### src/vtb_pkg.sv
package vtb_pkg;

	// core clock rate; the timing engine steps once per core clock
	localparam int VTB_CORE_CLK_HZ = 10_000_000;
	localparam int VTB_ROM_STEPS = 16;
	localparam int VTB_DBLANK_DELAY = 3;

	// register byte offsets on the avalon slave
	localparam logic [4:0] VTB_OFS_MODE0 = 5'h00;
	localparam logic [4:0] VTB_OFS_MODE1 = 5'h04;
	localparam logic [4:0] VTB_OFS_STATUS = 5'h08;
	localparam logic [4:0] VTB_OFS_SCROLL_LO = 5'h0c;
	localparam logic [4:0] VTB_OFS_SCROLL_HI = 5'h10;
	localparam logic [4:0] VTB_OFS_LATCH = 5'h14;

	// reset values and field positions
	localparam logic [7:0] VTB_MODE0_RST = 8'h00;
	localparam logic [7:0] VTB_MODE1_RST = 8'h00;
	localparam logic [13:0] VTB_SCROLL_RST = 14'h0000;
	localparam int VTB_M1_SCROLL_EN = 0;
	localparam int VTB_M1_DIR = 1;

	// write mode codes held in mode register zero, bits 2:0
	localparam logic [2:0] VTB_MODE_READBACK = 3'h0;
	localparam logic [2:0] VTB_MODE_TEXT = 3'h1;
	localparam logic [2:0] VTB_MODE_VECTOR = 3'h2;
	localparam logic [2:0] VTB_MODE_SCROLL = 3'h3;
	localparam logic [2:0] VTB_MODE_FRAME_ERASE = 3'h4;
	localparam logic [2:0] VTB_MODE_WORD_ERASE = 3'h5;

	// timing lookup table output bit positions
	localparam int VTB_T_RAH = 0;
	localparam int VTB_T_CAS = 1;
	localparam int VTB_T_RAS = 2;
	localparam int VTB_T_END = 3;
	localparam int VTB_T_SYNC = 4;
	localparam int VTB_T_HALT = 5;
	localparam int VTB_T_DBEN = 6;

	// lower half: scroll or halt firmware, upper half: normal display
	localparam logic [7:0] VTB_TIMING_ROM [32] = '{
		8'h31, 8'h11, 8'h15, 8'h15, 8'h15, 8'h15, 8'h16, 8'h16,
		8'h06, 8'h44, 8'h46, 8'h46, 8'h46, 8'h44, 8'h08, 8'h00,
		8'h11, 8'h11, 8'h15, 8'h15, 8'h15, 8'h15, 8'h16, 8'h16,
		8'h06, 8'h44, 8'h46, 8'h46, 8'h46, 8'h44, 8'h08, 8'h20
	};

	typedef struct packed {
		logic ctrl_bus_en_n;
		logic ctrl_video_suppress;
		logic erase_req_n;
		logic ctrl_source_select;
		logic local_addr_top;
		logic high_byte_active;
		logic [15:0] ctrl_addr_data;
	} vtb_pins_t;

	typedef struct packed {
		vtb_pins_t pin_s1;
		vtb_pins_t pin_s2;
		vtb_pins_t pin_s3;
		vtb_pins_t pin_f;
		logic [2:0] div;
		logic [3:0] cnt;
		logic clr;
		logic msb;
		logic [7:0] tim;
		logic [7:0] tim_prev;
		logic rmw;
		logic erase;
		logic rmw_prev;
		logic sblank;
		logic blank;
		logic [2:0] dpipe;
		logic ps;
		logic bs;
		logic [13:0] scroll;
		logic [15:0] latched;
		logic [7:0] mem_addr;
		logic [7:0] mode0;
		logic [7:0] mode1;
		logic [5:0] wmode;
		logic ack;
		logic [31:0] rdata;
	} vtb_state_t;

endpackage

### src/vtb_top.sv
// Local design decisions: the register offsets and register access over Avalon-MM.
`timescale 1ns/1ps
module vtb_top
	import vtb_pkg::*;
(
	input wire logic core_clk,
	input wire logic srst,
	input wire logic [4:0] avs_address,
	input wire logic avs_read,
	input wire logic avs_write,
	input wire logic [31:0] avs_writedata,
	input wire logic [3:0] avs_byteenable,
	output logic [31:0] avs_readdata,
	output logic avs_waitrequest,
	input wire vtb_pins_t pins,
	output logic clk_div2_n,
	output logic clk_div8_n,
	output logic buffered_ctrl_bus_en_n,
	output logic bus_en,
	output logic timing_halt_n,
	output logic data_bus_en_n,
	output logic [4:0] timing_rom_addr,
	output logic [7:0] timing_out,
	output logic rmw_cycle_n,
	output logic rmw_cycle,
	output logic screen_blank_n,
	output logic video_blank_n,
	output logic video_blank,
	output logic dac_blank_n,
	output logic plane_select,
	output logic byte_select_n,
	output logic display_addr_bit3,
	output logic vector_mode_n,
	output logic display_addr_select_n,
	output logic local_addr_select_n,
	output logic [7:0] mem_addr,
	output logic [5:0] write_mode_sel,
	output logic write_mask_zero,
	output logic bg_erase
);

	vtb_state_t st_r;
	vtb_state_t st_nxt;

	logic scroll_en;
	logic halt;
	logic rmw_act;
	logic end_fall;
	logic ras_fall;
	logic ras_rise;
	logic cas_fall;
	logic rah_rise;
	logic sync_rise;
	logic rmw_rise;
	logic vec_on;
	logic bus_take;
	logic dec_en;
	logic [7:0] col_byte;
	logic [$bits(vtb_pins_t) - 1:0] agree;

	// one decoder shared by the output selects and the status readback
	function automatic logic [5:0] mode_dec(input logic [2:0] code);
		logic [5:0] oh;
		oh = 6'h00;
		case (code)
			VTB_MODE_TEXT: oh = 6'h02;
			VTB_MODE_VECTOR: oh = 6'h04;
			VTB_MODE_SCROLL: oh = 6'h08;
			VTB_MODE_FRAME_ERASE: oh = 6'h10;
			VTB_MODE_WORD_ERASE: oh = 6'h20;
			default: oh = 6'h01; // unused codes fall back to readback
		endcase
		return oh;
	endfunction

	function automatic logic fell(input logic prev, input logic cur);
		return prev & ~cur;
	endfunction

	// pulse decode from the registered timing word and its last value
	assign end_fall = fell(st_r.tim_prev[VTB_T_END], st_r.tim[VTB_T_END]);
	assign ras_fall = fell(st_r.tim_prev[VTB_T_RAS], st_r.tim[VTB_T_RAS]);
	assign ras_rise = fell(st_r.tim[VTB_T_RAS], st_r.tim_prev[VTB_T_RAS]);
	assign cas_fall = fell(st_r.tim_prev[VTB_T_CAS], st_r.tim[VTB_T_CAS]);
	assign rah_rise = fell(st_r.tim[VTB_T_RAH], st_r.tim_prev[VTB_T_RAH]);
	assign sync_rise = fell(st_r.tim[VTB_T_SYNC], st_r.tim_prev[VTB_T_SYNC]);

	// control glue seen by the controller, the memory and the converter
	assign scroll_en = st_r.mode1[VTB_M1_SCROLL_EN];
	assign bus_en = ~st_r.pin_f.ctrl_bus_en_n;
	assign buffered_ctrl_bus_en_n = st_r.pin_f.ctrl_bus_en_n;
	assign halt = st_r.tim[VTB_T_HALT] & bus_en;
	assign timing_halt_n = ~halt;
	assign data_bus_en_n = ~(st_r.tim[VTB_T_DBEN] & bus_en);
	assign rmw_act = st_r.rmw | st_r.erase;
	assign rmw_rise = rmw_act & ~st_r.rmw_prev;
	assign rmw_cycle_n = ~rmw_act;
	assign rmw_cycle = rmw_act;
	assign vec_on = st_r.wmode[2];
	assign vector_mode_n = ~vec_on;
	assign display_addr_bit3 = (~st_r.pin_f.local_addr_top & ~vec_on) |
		(~st_r.pin_f.high_byte_active & vec_on);
	// decoder only opens during scrolled blanking
	assign dec_en = st_r.sblank & scroll_en;
	assign display_addr_select_n =
		~(dec_en & ~st_r.pin_f.ctrl_source_select & rmw_act);
	assign local_addr_select_n =
		~(dec_en & st_r.pin_f.ctrl_source_select);
	assign bus_take = st_r.ack & avs_write & avs_byteenable[0];
	assign agree = ~(st_r.pin_s2 ^ st_r.pin_s3);

	// column byte with plane select (vector mode) or display bit 3 dropped into bit 3, and byte select into bit 6
	always_comb begin
		col_byte = st_r.latched[15:8];
		col_byte[3] = vec_on ? st_r.ps : display_addr_bit3;
		col_byte[6] = st_r.bs;
	end

	// whole next state; the register bank below only captures it
	always_comb begin
		st_nxt = st_r;
		// three-stage pin capture, a change counts when stages 2 and 3 agree
		st_nxt.pin_s1 = pins;
		st_nxt.pin_s2 = st_r.pin_s1;
		st_nxt.pin_s3 = st_r.pin_s2;
		st_nxt.pin_f = vtb_pins_t'((st_r.pin_f & ~agree) |
			(st_r.pin_s3 & agree));
		st_nxt.div = st_r.div + 3'h1;
		// clear flop lags halt by one clock; the counter clear follows one clock after it
		st_nxt.clr = halt;
		st_nxt.cnt = st_r.clr ? 4'h0 : st_r.cnt + 4'h1;
		st_nxt.msb = ~(scroll_en | halt);
		st_nxt.tim = VTB_TIMING_ROM[{st_r.msb, st_r.cnt}];
		st_nxt.tim_prev = st_r.tim;
		if (end_fall) begin
			st_nxt.rmw = bus_en;
		end
		if (ras_fall) begin
			st_nxt.erase = ~st_r.pin_f.erase_req_n;
		end
		st_nxt.rmw_prev = rmw_act;
		if (rah_rise) begin
			st_nxt.sblank = st_r.pin_f.ctrl_video_suppress;
		end
		if (sync_rise) begin
			st_nxt.blank = st_r.pin_f.ctrl_video_suppress;
		end
		st_nxt.dpipe = {st_r.dpipe[1:0], st_r.blank};
		// plane fires on first column strobe fall, byte on the second
		if (!st_r.tim[VTB_T_RAS]) begin
			st_nxt.ps = 1'b0;
			st_nxt.bs = 1'b0;
		end else if (cas_fall) begin
			if (!st_r.ps) begin
				st_nxt.ps = 1'b1;
			end else begin
				st_nxt.bs = 1'b1;
			end
		end
		// a software load beats a count in the same clock
		if (bus_take && avs_address == VTB_OFS_SCROLL_LO) begin
			st_nxt.scroll[7:0] = avs_writedata[7:0];
		end else if (bus_take && avs_address == VTB_OFS_SCROLL_HI) begin
			st_nxt.scroll[13:8] = avs_writedata[5:0];
		end else if (rmw_rise) begin
			st_nxt.scroll = st_r.mode1[VTB_M1_DIR] ?
				st_r.scroll - 14'h0001 : st_r.scroll + 14'h0001;
		end
		if (ras_rise) begin
			st_nxt.latched = (!scroll_en && rmw_act) ?
				st_r.pin_f.ctrl_addr_data : {2'h0, st_r.scroll};
		end
		st_nxt.mem_addr = st_r.tim[VTB_T_RAH] ?
			st_r.latched[7:0] : col_byte;
		st_nxt.wmode = mode_dec(st_r.mode0[2:0]);
		// register writes land on the edge where waitrequest is low
		if (bus_take && avs_address == VTB_OFS_MODE0) begin
			st_nxt.mode0 = avs_writedata[7:0];
		end
		if (bus_take && avs_address == VTB_OFS_MODE1) begin
			st_nxt.mode1 = avs_writedata[7:0];
		end
		// one wait cycle per access gives time to register read data
		st_nxt.ack = (avs_read | avs_write) & ~st_r.ack;
		if (avs_read && !st_r.ack) begin
			case (avs_address)
				VTB_OFS_MODE0: st_nxt.rdata = {24'h0, st_r.mode0};
				VTB_OFS_MODE1: st_nxt.rdata = {24'h0, st_r.mode1};
				VTB_OFS_STATUS: st_nxt.rdata = {15'h0, st_r.wmode,
					st_r.msb, st_r.cnt, st_r.blank, st_r.sblank,
					st_r.bs, st_r.ps, st_r.erase, rmw_act};
				VTB_OFS_SCROLL_LO: st_nxt.rdata = {24'h0, st_r.scroll[7:0]};
				VTB_OFS_SCROLL_HI:
					st_nxt.rdata = {26'h0, st_r.scroll[13:8]};
				VTB_OFS_LATCH: st_nxt.rdata = {16'h0, st_r.latched};
				default: st_nxt.rdata = 32'h0;
			endcase
		end
	end

	// all state in one bank; synchronous reset to defined values
	always_ff @(posedge core_clk) begin
		if (srst) begin
			st_r <= '0;
			st_r.mode0 <= VTB_MODE0_RST;
			st_r.mode1 <= VTB_MODE1_RST;
			st_r.scroll <= VTB_SCROLL_RST;
			st_r.msb <= 1'b1;
			st_r.pin_f.ctrl_bus_en_n <= 1'b1;
			st_r.pin_f.erase_req_n <= 1'b1;
		end else begin
			st_r <= st_nxt;
		end
	end

	// output drive from the state bank
	assign avs_waitrequest = (avs_read | avs_write) & ~st_r.ack;
	assign avs_readdata = st_r.rdata;
	assign clk_div2_n = st_r.div[0];
	assign clk_div8_n = st_r.div[2];
	assign timing_rom_addr = {st_r.msb, st_r.cnt};
	assign timing_out = st_r.tim;
	assign screen_blank_n = ~st_r.sblank;
	assign video_blank_n = ~st_r.blank;
	assign video_blank = st_r.blank;
	assign dac_blank_n = ~st_r.dpipe[2];
	assign plane_select = st_r.ps;
	assign byte_select_n = ~st_r.bs;
	assign mem_addr = st_r.mem_addr;
	assign write_mode_sel = st_r.wmode;
	assign write_mask_zero = st_r.wmode[3];
	assign bg_erase = st_r.wmode[4] | st_r.wmode[5];
endmodule

### config.mk
export PLATFORM = sky130hd
export DESIGN_NAME = vtb_top
export DESIGN_NICKNAME = d
export VERILOG_FILES = /design/src/vtb_pkg.sv /design/src/vtb_top.sv
export SDC_FILE = /design/constraint.sdc
export NUM_CORES = 1
export LEC_CHECK = 0
export BUFFER_PORTS_ARGS = -buffer_cell sky130_fd_sc_hd__buf_2
export CAP_MARGIN = 20
export CORE_ASPECT_RATIO = 0.8
export CORE_UTILIZATION = 39
export CTS_BUF_LIST = sky130_fd_sc_hd__clkbuf_4 sky130_fd_sc_hd__clkbuf_8
export CTS_CLUSTER_DIAMETER = 150
export DETAILED_ROUTE_END_ITERATION = 10
export PLACE_DENSITY_LB_ADDON = 0.15
export SLEW_MARGIN = 20
export SYNTH_ARGS = -nofsm -noshare
export SYNTH_HDL_FRONTEND = slang
export SYNTH_SLANG_ARGS = --single-unit
### constraint.sdc
create_clock -name core_clk -period 4 [get_ports core_clk]
set_clock_uncertainty 0.15 [all_clocks]
set_input_delay 0.8 -clock core_clk [delete_from_list [all_inputs] [get_ports core_clk]]
set_output_delay 0.8 -clock core_clk [all_outputs]
set_load 0.005 [all_outputs]
==> summary.txt <==
Rel. slew slack: 0.326
DP HPWL: 13700 um
Worst slew pin tran: 1.01 ns
Initial Util: 0.402
Die Wd: 163 um
Core area: 20000 um2
Top_reg_cell synth: dfxtp_1
Syn Area/Cell: 9.09 um2
Setup bufs post-CTS: 0
Detailed-route via count: 6005
Hold crit path type: flip-flop to flip-flop
Level count of the clock H-tree: 4
DIE AREA: 21200 um2
PortBufs: 103
Mapped Cells: 886
Final antenna-violating net count: 0
Area of the multi-input gates: 3470 um2
Max-slew violations: 0
Largest net degree at the start of global routing: 134
Sequential cell area fraction in the yosys report: 0.490
Clk_lat worst skew: 0.48 ns
First-iteration detailed-routing DRC count: 514
Nets: 1016
First-pass GRT wire length: 30000 um
RSZ-0062 raised after global routing: false
Vias in the first global route: 5434
CTS Buffer Depth: 2
CTS clk-pin slew, worst paths: 0.10 ns
Crit path kind: flip-flop to flip-flop
RePlAce Congestion: 0.823
Max VDD drop: 204 uV
Setup violators final: 0
Wire per inst: 16.3 um
Yosys synthesis warning count: 0
Ys async rst share: 0
Worst Setup Start Kind: flip-flop
I/O Pins: 147
Drt total wl: 19600 um
Fin Hold WS: 0.289 ns
Vias per std cell: 4.98
Cell area power density: 417 nW/um2
Reg area: 3940 um2
Yosys reg bits: 197
Root Driver: clkbuf_8
Die span in y: 131 um
WP data required: 4.22 ns
Global route overflow: 0
Post-Syn Area: 8060 um2
Max cap viols: 0
CTS tree: yes
Leakage: 0.00342 uW
Total GRT Usage: 0.188
Worst EP arrival: 3.19 ns
Sink Count: 197
CTS hold repair buffers: 0
Detailed Routing Iterations Pass 1: 6
Crit end category: flip-flop
Fin Setup TNS: 0 ns
Unique masters post-synth: 55
Fraction of layout cells with a size suffix above 1: 0.169
Row count: 46
Final Hold Fails: 0
N_diodes: 0
Crit path time final: 2.97 ns
Num CTS Buffers: 17
Post-CTS sizing: 0
Critical Path Fanout Max: 16
Fill cell count: 2011
Period utilisation layout: 0.742
Area delta synth->final: 9.57%
DRC violations left: 0
Status: finished clean
Post-synth EDFFs: 0
Achievable Freq: 337 MHz
Initial antenna violation count: 0
[through the flow]
step | power (uW) | instance area [um2] | utilization | cells | setup slack (ns)
after CTS | 3730 | 8830 | 0.441 | 1206 | 1.05
after floorplan | 2310 | 8110 | - | 901 | 1.49
final | 3680 | 8830 | 0.441 | 1206 | 1.03
after global placement | 2390 | 8410 | 0.420 | 1174 | 1.12
after detailed placement | 2390 | 8410 | 0.420 | 1174 | 1.10
after global routing | 3840 | 8830 | 0.441 | 1206 | 0.893
[cells in the mapped netlist, types with 7 or more instances]
cell | instances | area, um2
nand3_1 | 25 | 125
a31oi_1 | 8 | 50.1
buf_4 | 62 | 465
nand2b_1 | 7 | 43.8
clkbuf_1 | 32 | 120
a211oi_1 | 22 | 165
a22oi_1 | 12 | 90.1
nor2_1 | 100 | 375
a311oi_1 | 11 | 96.3
inv_1 | 18 | 67.6
nor3_1 | 11 | 55.1
a221oi_1 | 7 | 61.3
a21oi_1 | 71 | 355
ha_1 | 19 | 238
nand2_1 | 69 | 259
o21ai_0 | 29 | 145
xnor2_1 | 8 | 70.1
buf_2 | 7 | 35.0
dfxtp_1 | 197 | 3940
nor2b_1 | 81 | 507
mux2i_1 | 24 | 240
[worst max-delay path, cell delays in order, from the launching register on]
cell and delay (ns):
dfxtp_1 0.82, ha_1 0.40, a21oi_1 0.21, o21ai_0 0.18, a21oi_1 0.25, o21ai_0 0.24
a41oi_1 0.31, xor2_1 0.19, a31oi_1 0.10
[per-layer routing]
| layer | vias to the layer above | routed length, um | GRT usage |
|---|---|---|---|
| li1 | 3055 | - | - |
| met2 | 187 | 8140 | 0.276 |
| met4 | 0 | 263 | 0.0671 |
| met1 | 2740 | 9850 | 0.269 |
| met3 | 23 | 1370 | 0.0420 |
| met5 | - | 0 | 0 |
[final cells by class]
cell class              count  area share
multi-input cells         582       0.393
flip-flops and latches    197       0.447
clock buffers              18      0.0281
well taps                 264      0.0374
inverters                  18     0.00766
repair buffers            113      0.0676
clock inverters            14      0.0191
[cells in the final DEF (no fill, tap or decap), types with 3 or more instances in the layout]
cell type  instances
buf_4             10
clkinv_4           4
nand2b_1           7
a31oi_1            8
xnor2_1            8
o21bai_1           3
nand3_1           25
dfxtp_1          197
ha_1              19
conb_1            16
clkbuf_8          18
a22oi_1           12
mux2i_1           24
inv_1             18
nor2b_1           80
inv_8              4
nor3_1            11
o21ai_0           29
a311oi_1          11
a221oi_1           7
a21oi_1           71
a211oi_1          22
nand2_1           69
nor3b_1            4
a222oi_1           6
and3_1             3
a21o_1             4
buf_2            102
xor2_1             4
nor2_1           100
and2_1             4
[path summary, 6_finish.rpt]
check | start | endpoint | slack (ns) | cells after the start
setup / recovery | st_r[40] | st_r[91] | 1.03 | 8
hold / removal | flip-flop | st_r[101] | 0.29 | 1
setup reg to reg | st_r[40] | st_r[91] | 1.03 | 8
hold reg to reg | flip-flop | st_r[101] | 0.29 | 1
[cells by family after synthesis]
logic type | count (synthesis) | share of synthesized area
XOR/XNOR | 12 | 0.0130
buffers and inverters | 122 | 0.0868
AND/OR/NAND/NOR | 322 | 0.196
multiplexers | 24 | 0.0298
adder cells (fa/ha/maj) | 20 | 0.0320
other | 1 | 0.000466
flip-flops | 197 | 0.490
AO/OA/AOI/OAI | 188 | 0.153
[report_power, final]
part | total, uW | switching, uW | internal, uW
sequential | 2080 | 53.9 | 2030
combinational | 263 | 155 | 107
clock | 1340 | 744 | 593
total | 3680 | 953 | 2730
Power figures use the tool's default switching activity.
